`src/hw/afe_ctrl_pkg.sv`:
```
// Purpose: Shared constants and types for the analog front end control bank
// Assumes: Byte-wide register port, addresses equal to the register offsets
// Notes:   Every offset, field position, reset value and decode figure lives here
package afe_ctrl_pkg;

  localparam int ADDR_W = 8;
  localparam int DATA_W = 8;

  // Register offsets
  localparam logic [7:0] ADDR_CONVERTER_CODE     = 8'h00;
  localparam logic [7:0] ADDR_AMP_GAIN_MODE      = 8'h01;
  localparam logic [7:0] ADDR_CONVERTER_REF_SEL  = 8'h03;
  localparam logic [7:0] ADDR_CHANNEL_AND_POWER  = 8'h04;
  localparam logic [7:0] ADDR_OFFSET_SWITCHES    = 8'h06;

  // Reset values
  localparam logic [7:0] RST_CONVERTER_CODE      = 8'h80;
  localparam logic [7:0] RST_AMP_GAIN_MODE       = 8'h00;
  localparam logic [7:0] RST_CONVERTER_REF_SEL   = 8'h00;
  localparam logic [7:0] RST_CHANNEL_AND_POWER   = 8'h00;
  localparam logic [7:0] RST_OFFSET_SWITCHES     = 8'h00;
  localparam logic [7:0] UNMAPPED_READ           = 8'h00;

  // amp_gain_mode fields
  localparam int INPUT_MODE_BIT  = 7;
  localparam int SPEED_HI_BIT    = 6;
  localparam int SPEED_LO_BIT    = 5;
  localparam int GAIN_MSB        = 3;
  localparam int GAIN_LSB        = 0;

  // channel_and_power fields
  localparam int PAIR_HI_BIT     = 7;
  localparam int PAIR_LO_BIT     = 6;
  localparam int AMP_PWR_BIT     = 3;
  localparam int CONV_PWR_BIT    = 2;
  localparam int REG_PWR_BIT     = 1;
  localparam int TEMP_PWR_BIT    = 0;

  // offset_switches and converter_reference_select fields
  localparam int SWITCH_B_BIT    = 1;
  localparam int SWITCH_A_BIT    = 0;
  localparam int REF_HI_BIT      = 1;
  localparam int REF_LO_BIT      = 0;

  // Gain decode: base plus step per code, top code barred
  localparam logic [5:0] GAIN_BASE_DB    = 6'h06;
  localparam logic [5:0] GAIN_STEP_DB    = 6'h02;
  localparam logic [3:0] GAIN_BARRED     = 4'hf;

  // Reference ceiling in fifths of the analog supply
  localparam logic [2:0] CEIL_FULL_FIFTHS  = 3'h5;
  localparam logic [2:0] CEIL_FOUR_FIFTHS  = 3'h4;
  localparam logic [2:0] CEIL_THREE_FIFTHS = 3'h3;
  localparam int         LEVEL_STEPS       = 256;
  localparam int         SCALED_W          = 11;

  typedef enum logic [1:0] {
    SPEED_HIGH = 2'b00,
    SPEED_MID2 = 2'b01,
    SPEED_MID1 = 2'b10,
    SPEED_LOW  = 2'b11
  } speed_type;

  typedef enum logic [1:0] {
    PAIR_0    = 2'b00,
    PAIR_1    = 2'b01,
    PAIR_2    = 2'b10,
    PAIR_OPEN = 2'b11
  } pair_type;

  typedef enum logic [1:0] {
    CEIL_SUPPLY      = 2'b00,
    CEIL_FOUR_FIFTH  = 2'b01,
    CEIL_THREE_FIFTH = 2'b10,
    CEIL_SUPPLY_ALT  = 2'b11
  } ceiling_type;

endpackage

```
`src/hw/afe_byte_reg.sv`:
```
// Purpose: One byte-wide control register with a write strobe
// Assumes: Reset value is a constant parameter
// Notes:   All bits are stored, including bits with no function
`timescale 1ns/10ps
module afe_byte_reg #(
  parameter int         WIDTH     = 8,
  parameter logic [7:0] RESET_VAL = 8'h00
) (
  input  wire logic             clock,   // System clock
  input  wire logic             nrst,    // Async reset, active low
  input  wire logic             wr_hit,  // Write this register
  input  wire logic [WIDTH-1:0] wr_data, // Byte to store
  output logic      [WIDTH-1:0] value    // Stored byte
);

  logic [WIDTH-1:0] value_q;
  logic [WIDTH-1:0] value_d;

  always_comb begin
    value_d = value_q;
    if (wr_hit) begin
      value_d = wr_data;
    end
  end

  always_ff @(posedge clock or negedge nrst) begin
    if (!nrst) begin
      value_q <= RESET_VAL[WIDTH-1:0];
    end else begin
      value_q <= value_d;
    end
  end

  assign value = value_q;

endmodule

```
`src/hw/analog_frontend_control_regs.sv`:
```
// Purpose: Control register bank for the amplifier, converter and power enables
// Assumes: Serial front end delivers decoded byte writes and reads on this port
// Notes:   Analog controls follow the stored bytes in the cycle after a write
//
// How it works
// - Gain is 6 dB plus 2 dB per code
// - Bit 7 picks rail-to-rail or single-ended input
// - Bits 6:5 pick one of four speed modes
// - Reset loads level 80h, others 00h
// - Bit 4 of gain register stored, no effect
// - Bits 7:6 route pair 0, 1, 2 or open
// - Bit 3 powers the amplifier
// - Bit 2 powers the converter
// - Bit 1 regulator, bit 0 sensor power
// - Power register bits 5:4 stored, no effect
// - Switch bits close offset switches when set
// - Upper switch and reference bits stored, unused
// - Converter output is ceiling times level over 256
// - Ceiling is full, four fifths or three fifths
`timescale 1ns/10ps
module analog_frontend_control_regs #(
  parameter int ADDR_W = afe_ctrl_pkg::ADDR_W,
  parameter int DATA_W = afe_ctrl_pkg::DATA_W
) (
  input  wire logic                  clock,                 // 25 MHz clock
  input  wire logic                  nrst,                  // Async reset, active low
  input  wire logic                  wr_en,                 // Write strobe, one cycle
  input  wire logic [ADDR_W-1:0]     wr_addr,               // Write register offset
  input  wire logic [DATA_W-1:0]     wr_data,               // Write byte
  input  wire logic                  rd_en,                 // Read strobe, one cycle
  input  wire logic [ADDR_W-1:0]     rd_addr,               // Read register offset
  output logic      [DATA_W-1:0]     rd_data,               // Read byte, registered
  output logic                       rd_valid,              // Read data valid pulse
  output logic      [3:0]            gain_code,             // Amplifier gain code
  output logic      [5:0]            gain_db,               // Decoded gain in dB
  output logic                       gain_barred,           // Prohibited gain code held
  output logic                       input_mode_select,     // 1 single-ended, 0 rail-to-rail
  output afe_ctrl_pkg::speed_type    speed_mode,            // Amplifier speed mode
  output logic      [2:0]            pair_route,            // One-hot input pair select
  output logic                       input_open,            // Amplifier input left open
  output logic                       amp_power_on,          // Amplifier enable
  output logic                       converter_power_on,    // Converter enable
  output logic                       regulator_power_on,    // Regulator enable
  output logic                       temp_sensor_power_on,  // Sensor enable
  output logic                       offset_switch_a,       // Offset switch A closed
  output logic                       offset_switch_b,       // Offset switch B closed
  output logic      [7:0]            converter_level,       // Converter code m
  output logic      [2:0]            ceiling_fifths,        // Ceiling in fifths of supply
  output logic      [10:0]           converter_scaled,      // m times fifths, supply/1280
  output logic                       switch_order_fault     // Switch closed with input routed
);

  logic [DATA_W-1:0] code_val;
  logic [DATA_W-1:0] gain_val;
  logic [DATA_W-1:0] ref_val;
  logic [DATA_W-1:0] power_val;
  logic [DATA_W-1:0] switch_val;
  logic              hit_code;
  logic              hit_gain;
  logic              hit_ref;
  logic              hit_power;
  logic              hit_switch;
  logic [DATA_W-1:0] rd_data_q;
  logic [DATA_W-1:0] rd_data_d;
  logic              rd_valid_q;
  logic              rd_valid_d;
  logic              fault_q;
  logic              fault_d;

  // Write decode; unmapped offsets are ignored
  always_comb begin
    hit_code   = wr_en && (wr_addr == afe_ctrl_pkg::ADDR_CONVERTER_CODE);
    hit_gain   = wr_en && (wr_addr == afe_ctrl_pkg::ADDR_AMP_GAIN_MODE);
    hit_ref    = wr_en && (wr_addr == afe_ctrl_pkg::ADDR_CONVERTER_REF_SEL);
    hit_power  = wr_en && (wr_addr == afe_ctrl_pkg::ADDR_CHANNEL_AND_POWER);
    hit_switch = wr_en && (wr_addr == afe_ctrl_pkg::ADDR_OFFSET_SWITCHES);
  end

  // Whole bytes stored, spare bits included
  afe_byte_reg #(.WIDTH(DATA_W), .RESET_VAL(afe_ctrl_pkg::RST_CONVERTER_CODE)) u_code (
    .clock   (clock),
    .nrst    (nrst),
    .wr_hit  (hit_code),
    .wr_data (wr_data),
    .value   (code_val)
  );

  afe_byte_reg #(.WIDTH(DATA_W), .RESET_VAL(afe_ctrl_pkg::RST_AMP_GAIN_MODE)) u_gain (
    .clock   (clock),
    .nrst    (nrst),
    .wr_hit  (hit_gain),
    .wr_data (wr_data),
    .value   (gain_val)
  );

  afe_byte_reg #(.WIDTH(DATA_W), .RESET_VAL(afe_ctrl_pkg::RST_CONVERTER_REF_SEL)) u_ref (
    .clock   (clock),
    .nrst    (nrst),
    .wr_hit  (hit_ref),
    .wr_data (wr_data),
    .value   (ref_val)
  );

  afe_byte_reg #(.WIDTH(DATA_W), .RESET_VAL(afe_ctrl_pkg::RST_CHANNEL_AND_POWER)) u_power (
    .clock   (clock),
    .nrst    (nrst),
    .wr_hit  (hit_power),
    .wr_data (wr_data),
    .value   (power_val)
  );

  afe_byte_reg #(.WIDTH(DATA_W), .RESET_VAL(afe_ctrl_pkg::RST_OFFSET_SWITCHES)) u_switch (
    .clock   (clock),
    .nrst    (nrst),
    .wr_hit  (hit_switch),
    .wr_data (wr_data),
    .value   (switch_val)
  );

  // Amplifier decode
  always_comb begin
    gain_code = gain_val[afe_ctrl_pkg::GAIN_MSB:afe_ctrl_pkg::GAIN_LSB];
    gain_db   = afe_ctrl_pkg::GAIN_BASE_DB
              + 6'(afe_ctrl_pkg::GAIN_STEP_DB * {2'h0, gain_code});
    gain_barred       = (gain_code == afe_ctrl_pkg::GAIN_BARRED);
    input_mode_select = gain_val[afe_ctrl_pkg::INPUT_MODE_BIT];
    speed_mode        = afe_ctrl_pkg::speed_type'({gain_val[afe_ctrl_pkg::SPEED_HI_BIT],
                                                   gain_val[afe_ctrl_pkg::SPEED_LO_BIT]});
  end

  // Input pair routing and power enables
  always_comb begin
    pair_route = 3'h0;
    input_open = 1'b0;
    unique case (afe_ctrl_pkg::pair_type'({power_val[afe_ctrl_pkg::PAIR_HI_BIT],
                                           power_val[afe_ctrl_pkg::PAIR_LO_BIT]}))
      afe_ctrl_pkg::PAIR_0: begin
        pair_route = 3'h1;
      end
      afe_ctrl_pkg::PAIR_1: begin
        pair_route = 3'h2;
      end
      afe_ctrl_pkg::PAIR_2: begin
        pair_route = 3'h4;
      end
      afe_ctrl_pkg::PAIR_OPEN: begin
        input_open = 1'b1;
      end
    endcase
    amp_power_on         = power_val[afe_ctrl_pkg::AMP_PWR_BIT];
    converter_power_on   = power_val[afe_ctrl_pkg::CONV_PWR_BIT];
    regulator_power_on   = power_val[afe_ctrl_pkg::REG_PWR_BIT];
    temp_sensor_power_on = power_val[afe_ctrl_pkg::TEMP_PWR_BIT];
    offset_switch_a      = switch_val[afe_ctrl_pkg::SWITCH_A_BIT];
    offset_switch_b      = switch_val[afe_ctrl_pkg::SWITCH_B_BIT];
  end

  // Converter ceiling and scaled level
  always_comb begin
    ceiling_fifths = afe_ctrl_pkg::CEIL_FULL_FIFTHS;
    unique case (afe_ctrl_pkg::ceiling_type'({ref_val[afe_ctrl_pkg::REF_HI_BIT],
                                              ref_val[afe_ctrl_pkg::REF_LO_BIT]}))
      afe_ctrl_pkg::CEIL_SUPPLY: begin
        ceiling_fifths = afe_ctrl_pkg::CEIL_FULL_FIFTHS;
      end
      afe_ctrl_pkg::CEIL_FOUR_FIFTH: begin
        ceiling_fifths = afe_ctrl_pkg::CEIL_FOUR_FIFTHS;
      end
      afe_ctrl_pkg::CEIL_THREE_FIFTH: begin
        ceiling_fifths = afe_ctrl_pkg::CEIL_THREE_FIFTHS;
      end
      afe_ctrl_pkg::CEIL_SUPPLY_ALT: begin
        ceiling_fifths = afe_ctrl_pkg::CEIL_FULL_FIFTHS;
      end
    endcase
    converter_level  = code_val;
    // Units of supply/(5*256): ceiling * m / 256
    converter_scaled = {3'h0, code_val} * {8'h00, ceiling_fifths};
  end

  // Flag a closed offset switch while an input pair is still routed
  always_comb begin
    fault_d = (offset_switch_a || offset_switch_b) && !input_open;
  end

  // Read path; returns whole stored bytes, unmapped offsets read zero
  always_comb begin
    rd_valid_d = rd_en;
    rd_data_d  = rd_data_q;
    if (rd_en) begin
      unique case (rd_addr)
        afe_ctrl_pkg::ADDR_CONVERTER_CODE: begin
          rd_data_d = code_val;
        end
        afe_ctrl_pkg::ADDR_AMP_GAIN_MODE: begin
          rd_data_d = gain_val;
        end
        afe_ctrl_pkg::ADDR_CONVERTER_REF_SEL: begin
          rd_data_d = ref_val;
        end
        afe_ctrl_pkg::ADDR_CHANNEL_AND_POWER: begin
          rd_data_d = power_val;
        end
        afe_ctrl_pkg::ADDR_OFFSET_SWITCHES: begin
          rd_data_d = switch_val;
        end
        default: begin
          rd_data_d = afe_ctrl_pkg::UNMAPPED_READ;
        end
      endcase
    end
  end

  always_ff @(posedge clock or negedge nrst) begin
    if (!nrst) begin
      rd_data_q  <= 8'h00;
      rd_valid_q <= 1'b0;
      fault_q    <= 1'b0;
    end else begin
      rd_data_q  <= rd_data_d;
      rd_valid_q <= rd_valid_d;
      fault_q    <= fault_d;
    end
  end

  assign rd_data            = rd_data_q;
  assign rd_valid           = rd_valid_q;
  assign switch_order_fault = fault_q;

  // Helper: marks the first cycle after reset release
  logic seen_q;
  logic seen_d;

  always_comb begin
    seen_d = 1'b1;
  end

  always_ff @(posedge clock or negedge nrst) begin
    if (!nrst) begin
      seen_q <= 1'b0;
    end else begin
      seen_q <= seen_d;
    end
  end
endmodule

```
`config.mk`:
```
export PLATFORM = sky130hd
export DESIGN_NAME = analog_frontend_control_regs
export DESIGN_NICKNAME = d
export VERILOG_FILES = /design/src/hw/afe_ctrl_pkg.sv /design/src/hw/afe_byte_reg.sv /design/src/hw/analog_frontend_control_regs.sv
export SDC_FILE = /design/constraint.sdc
export NUM_CORES = 1
export LEC_CHECK = 0
export ABC_AREA = 0
export BUFFER_PORTS_ARGS = -buffer_cell sky130_fd_sc_hd__buf_2
export CELL_PAD_IN_SITES_DETAIL_PLACEMENT = 0
export CELL_PAD_IN_SITES_GLOBAL_PLACEMENT = 2
export CORE_UTILIZATION = 36
export CTS_CLUSTER_SIZE = 16
export DETAILED_ROUTE_END_ITERATION = 10
export GPL_ROUTABILITY_DRIVEN = 0
export HOLD_SLACK_MARGIN = 0.02
export PLACE_DENSITY = 0.92
export SLEW_MARGIN = 10
export SYNTH_ARGS = -nofsm -noshare
export SYNTH_HDL_FRONTEND = slang
export SYNTH_HIERARCHICAL = 1
export SYNTH_SLANG_ARGS = --single-unit
```
`constraint.sdc`:
```
create_clock -name clock -period 5.95 [get_ports clock]
set_input_delay 0.2975 -clock clock [delete_from_list [all_inputs] [get_ports clock]]
set_output_delay 0.2975 -clock clock [all_outputs]
set_load 0.05 [all_outputs]
```
# Yosys cells after proc, flatten, opt, wreduce, memory -nomap -nowiden
# Cells that the tools add are included.
# classes
n_addsub	1
multipliers	1
n_eq_ne	15
muxes	4
reduce_logical	13
# ops
op	n
case mux 8 bit (5 select lines)	1
== test 8 x 3 -> 1 bit, second input constant	4
case mux 3 bit (3 select lines)	2
== test 8 x 1 -> 1 bit, second input constant	2
== test 8 x 2 -> 1 bit, second input constant	2
logical NOT 8 bit	2
multiplier 8 x 3 -> 11 bit	1
== test 2 bit, second input constant	4
adder 3 x 5 -> 6 bit, first input constant	1
logical AND 1 bit	6
== test 2 x 1 -> 1 bit, second input constant	2
== test 4 bit, second input constant	1
logical NOT 2 bit	2
OR reduction 2 bit	1
logical NOT 1 bit	1
logical OR 1 bit	1
two-way mux 1 bit	1
# totals
reg_bits	50
in_bits	28
output_inout_bits	56
wordCells	42

# Depth between registers and ports, before layout
# logic_depth
word_depth	4
mapped_depth	13
mapped_depth_nobuf	12

# By module
# Netlist, hierarchy kept.
# by_module_without_submodules
module	n_inst	cells_per_inst	area_each_um2	seq_area_each_um2
analog_frontend_control_regs	1	201	1521.5	250.2
afe_byte_reg at u_gain ...	4	17	331.6	200.2
afe_byte_reg at u_code	1	17	332.8	201.4

# Worst setup path before layout
# No wires, ideal clock.
# synth_path
kind	register to output
startpoint	register u_ref.value_q[0], in the netlist u_ref/value[0]
endpoint	output converter_scaled[10]
arrival_time_ns	4.859
slack_ns	0.793
path_stages_with_launch	14
path_buffers	1
path_cell_list	dfrtp_1 nor2b_1 clkbuf_1 clkinv_1 and2_1 fa_1 ha_1 inv_1 fa_1 nor2b_1 o21ai_0 a21oi_1 a211oi_1 nor3_1
# synth_between
elab_chain_cells	4
elab_cells_between_ends	7
# synth_rtl
item	line	rtl
start: declaration	afe_byte_reg.sv:16	logic [WIDTH-1:0] value_q;
start signal: assignment	afe_byte_reg.sv:28	value_q <= RESET_VAL[WIDTH-1:0];
start signal: assignment	afe_byte_reg.sv:30	value_q <= value_d;
== test 2 bit / logical NOT 2 bit (equally long branches)	analog_frontend_control_regs.sv:161	unique case (afe_ctrl_pkg::ceiling_type'({ref_val[afe_ctrl_pkg::REF_HI_BIT],
OR reduction 2 bit (no line)	-	
case mux 3 bit (3 select lines) (*)	analog_frontend_control_regs.sv:161	
via ceiling_fifths[1]	analog_frontend_control_regs.sv:48	output logic [2:0] ceiling_fifths,
multiplier 8 x 3 -> 11 bit (*)	analog_frontend_control_regs.sv:178	converter_scaled = {3'h0, code_val} * {8'h00, ceiling_fifths};
end: declaration	analog_frontend_control_regs.sv:49	output logic [10:0] converter_scaled,
# Mark *: on every way through the listed nets, which the timed path passes. The rest lies on a longest branch.

# Worst setup path in the final report
# layout_path
startpoint	register u_ref.value_q[0], in the netlist u_ref/value[0]
endpoint	output converter_scaled[10]
# layout_between
elab_chain_cells	4
elab_cells_between_ends	7
# layout_rtl
item	line
== test 2 bit / logical NOT 2 bit (equally long branches)	analog_frontend_control_regs.sv:161
OR reduction 2 bit (no line)	-
case mux 3 bit (3 select lines) (*)	analog_frontend_control_regs.sv:161
multiplier 8 x 3 -> 11 bit (*)	analog_frontend_control_regs.sv:178
# Mark *: on every way between the ends. The rest lies on a longest branch, timed or not.

==> metrics.md <==
| Metric | Value |
|---|---|
| Sequence of cells on the critical path | `nor2b_1 > clkinv_1 > and2_1 > fa_1 > ha_1 > inv_1 > fa_1 > nor2b_1 > o21ai_0 > a21oi_1 > a211oi_1 > nor3_1 > buf_2` |
| Synth Cell Area | `~3200 um^2` |
| Reg2reg path depth | `4` |
| Final Setup Violations | `0` |
| RSZ-0062 raised after global routing | `false` |
| First DRT Iteration DRCs | `approximately 130` |
| Main synth FF type | `dfrtp_1` |
| Sequential share of the synthesized area | `0.394` |
| Hold crit path type | `input port to asynchronous set/reset pin` |
| Stages on the worst setup path | `13` |
| Slowest cell delay on critical path | `0.54 ns` |
| Pre-CTS WS | `about 1.9 ns` |
| Avg WL per Cell | `approximately 16 um` |
| CP top delay family | `adder cells` |
| Final hold violation count | `0` |
| Global route overflow | `0` |
| Die Height | `96.0 um` |
| Most common cell after layout, fill and taps aside | `buf_2` |
| Cts bufs inserted | `5` |
| CP Max Fanout | `10` |
| Count of cell types in the netlist | `48` |
| I/O pin count | `between 80 and 90` |
| Layout area overhead | `16.4%` |
| R2R Path Start | `u_code/value[7]` |
| Diode count | `0` |
| Synth Area per Inst | `~11 um^2` |
| GRT Total Usage | `0.168` |
| Overall die width | `between 90 and 100 um` |
| Max Clk Rate | `approximately 230 MHz` |
| Max cap viols | `0` |
| Post-CTS Setup Bufs | `0` |
| Largest net degree at the start of global routing | `51` |
| Max-slew headroom | `0.257` |
| Clk sinks | `50` |
| Multi-input gate area | `1750 um^2` |
| Antenna-violating nets left | `0` |
| Placement row count | `33` |
| Crit path max-delay cell type | `fa_1` |
| Slew Limit Fails | `0` |
| #FFs+latches synth | `50` |
| Clk_lat worst skew | `between 0.3 and 0.4 ns` |
| Vias in the first global route | `approximately 2300` |
| Full die area | `9220 um^2` |
| CTS resizes | `0` |
| Core ar. | `8380 um^2` |
| PnR worst setup slack | `about 1.6 ns` |
| Post-synth EDFFs | `0` |
| VDD IR max | `around 0.13 mV` |
| Post-DP HPWL | `5650 um` |
| Critical path arrival | `a little over 4 ns` |
| Layout filler cell count | `roughly 820` |
| Antenna violations before repair | `0` |
| FF-to-FF End | `rd_data[7]` |
| Final nets | `slightly above 400` |
| Pleak | `approximately 1.9 nW` |
| Layout cells sized above 1 | `0.374` |
| WL final | `7330 um` |
| Port-buffer cells | `82` |
| H-tree Lvls | `2` |
| Status | `finished clean` |
| Pin slew with the least headroom to its limit | `around 1.1 ns` |
| PD cells | `between 200 and 250 nW/um^2` |
| Initial Utilization | `0.379` |
| Final setup TNS | `0 ns` |
| First-pass GRT wire length | `11600 um` |
| Root Buffer | `clkbuf_8` |
| Count of buffer and inverter cells on the critical path | `3` |
| # hold bufs at CTS | `0` |
| Via count | `2380` |
| Fin crit share | `0.727` |
| Most frequent cells in the layout | `buf_2 (82), dfrtp_1 (49), mux2_4 (40)` |
| Routed vias/inst | `around 5.1` |
| Async set-reset flop share out of synthesis | `1.00` |
| Crit path required time | `around 5.7 ns` |
| Tmin final | `4.33 ns` |
| DR pass1 iterations | `4` |
| Seq. cell area | `1250 um^2` |
| CP Class | `register to output port` |
| Mapped Cells | `between 200 and 300` |
| Synth Net Count | `approximately 330` |
| Setup slack, reg-to-reg | `~4.7 ns` |
| Setup Skew | `0.0143 ns` |
| TritonCTS clock tree | `built` |
| Critical Path End Type | `output port` |
| CTS Buffer Depth | `2` |
| Ys Warns | `6` |
| # DRC | `0` |
| Clock transition at path regs | `around 0.09 ns` |
| Crit start category | `register` |
state kept, by name (all words and copies together) (netlist names):
register and cells:
switch_order_fault 1, u_gain/value 8, u_ref/value 8, u_switch/value 8, u_power/value 8, rd_data 8, rd_valid 1, u_code/value 8
synthesized netlist by cell type, drive strengths merged (3+ instances only):
library cell,number,share of area
clkbuf,3,0.0035
and2,12,0.024
nand2b,5,0.011
buf,12,0.029
mux2,40,0.19
a22o,5,0.014
nor2b,8,0.016
ha,12,0.047
o22ai,4,0.0079
inv,19,0.022
o21ai,4,0.0063
nand2,25,0.030
a21oi,10,0.016
dfrtp,49,0.39
xnor2,6,0.017
nor3,4,0.0079
a22oi,14,0.033
fa,7,0.044
nor2,19,0.022
per-stage QoR:
step | util | hold slack, ns | std cells | area (um^2) | total power, mW
2_1_floorplan | - | 0.00191 | 286 | 3180 | 0.510
3_3_place_gp | 0.432 | 0.497 | 458 | 3620 | 0.562
3_5_place_dp | 0.432 | 0.497 | 458 | 3620 | 0.565
4_1_cts | 0.442 | 0.235 | 466 | 3700 | 0.755
5_1_grt | 0.442 | 0.284 | 466 | 3700 | 0.783
6_report | 0.442 | 0.191 | 466 | 3700 | 0.748
kinds of logic (layout without fill, tap and decap cells):
group / Yosys count / count (layout) / share of synthesized area
other cells: 1 / 1 / 0.00118
compound gates: 47 / 47 / 0.101
mux: 41 / 41 / 0.192
xor+xnor: 8 / 8 / 0.0220
buf+inv: 35 / 110 / 0.0563
flops: 50 / 50 / 0.394
simple gates: 85 / 85 / 0.142
fa+ha+maj: 19 / 19 / 0.0913
final cells by class:
type                    count  area share
multi-input cells         201       0.473
well taps                 105      0.0355
inverters                  20      0.0203
clock inverters             2     0.00270
clock buffers               6      0.0196
flip-flops and latches     50       0.338
repair buffers             82       0.111
layer usage:
| metal | global-route usage | part of all wire | wire length (um) |
|---|---|---|---|
| met1 | 0.229 | 0.48 | 3520 |
| met2 | 0.283 | 0.46 | 3410 |
| met3 | 0.0197 | 0.044 | 319 |
| met4 | 0.0386 | 0.012 | 87 |
| met5 | 0 | 0 | 0 |
report_power, final:
group / total, mW / switching (mW) / leakage [nW] / internal [mW]
registers: 0.373 / 0.0165 / 0.676 / 0.356
clock network: 0.192 / 0.110 / 0.0450 / 0.0818
logic: 0.184 / 0.129 / 1.17 / 0.0547
how the worst max path moves through the flow:
stage	startpoint	endpoint	slack (ns)
3_5_place_dp	u_ref/value[0]	converter_scaled[10]	1.91
2_1_floorplan	u_ref/value[0]	converter_scaled[10]	0.79
5_1_grt	u_ref/value[1]	converter_scaled[10]	1.19
3_3_place_gp	u_ref/value[0]	converter_scaled[10]	2.11
6_report	u_ref/value[0]	converter_scaled[10]	1.62
4_1_cts	u_ref/value[0]	converter_scaled[10]	1.59
(Power assumes the default switching activity.)
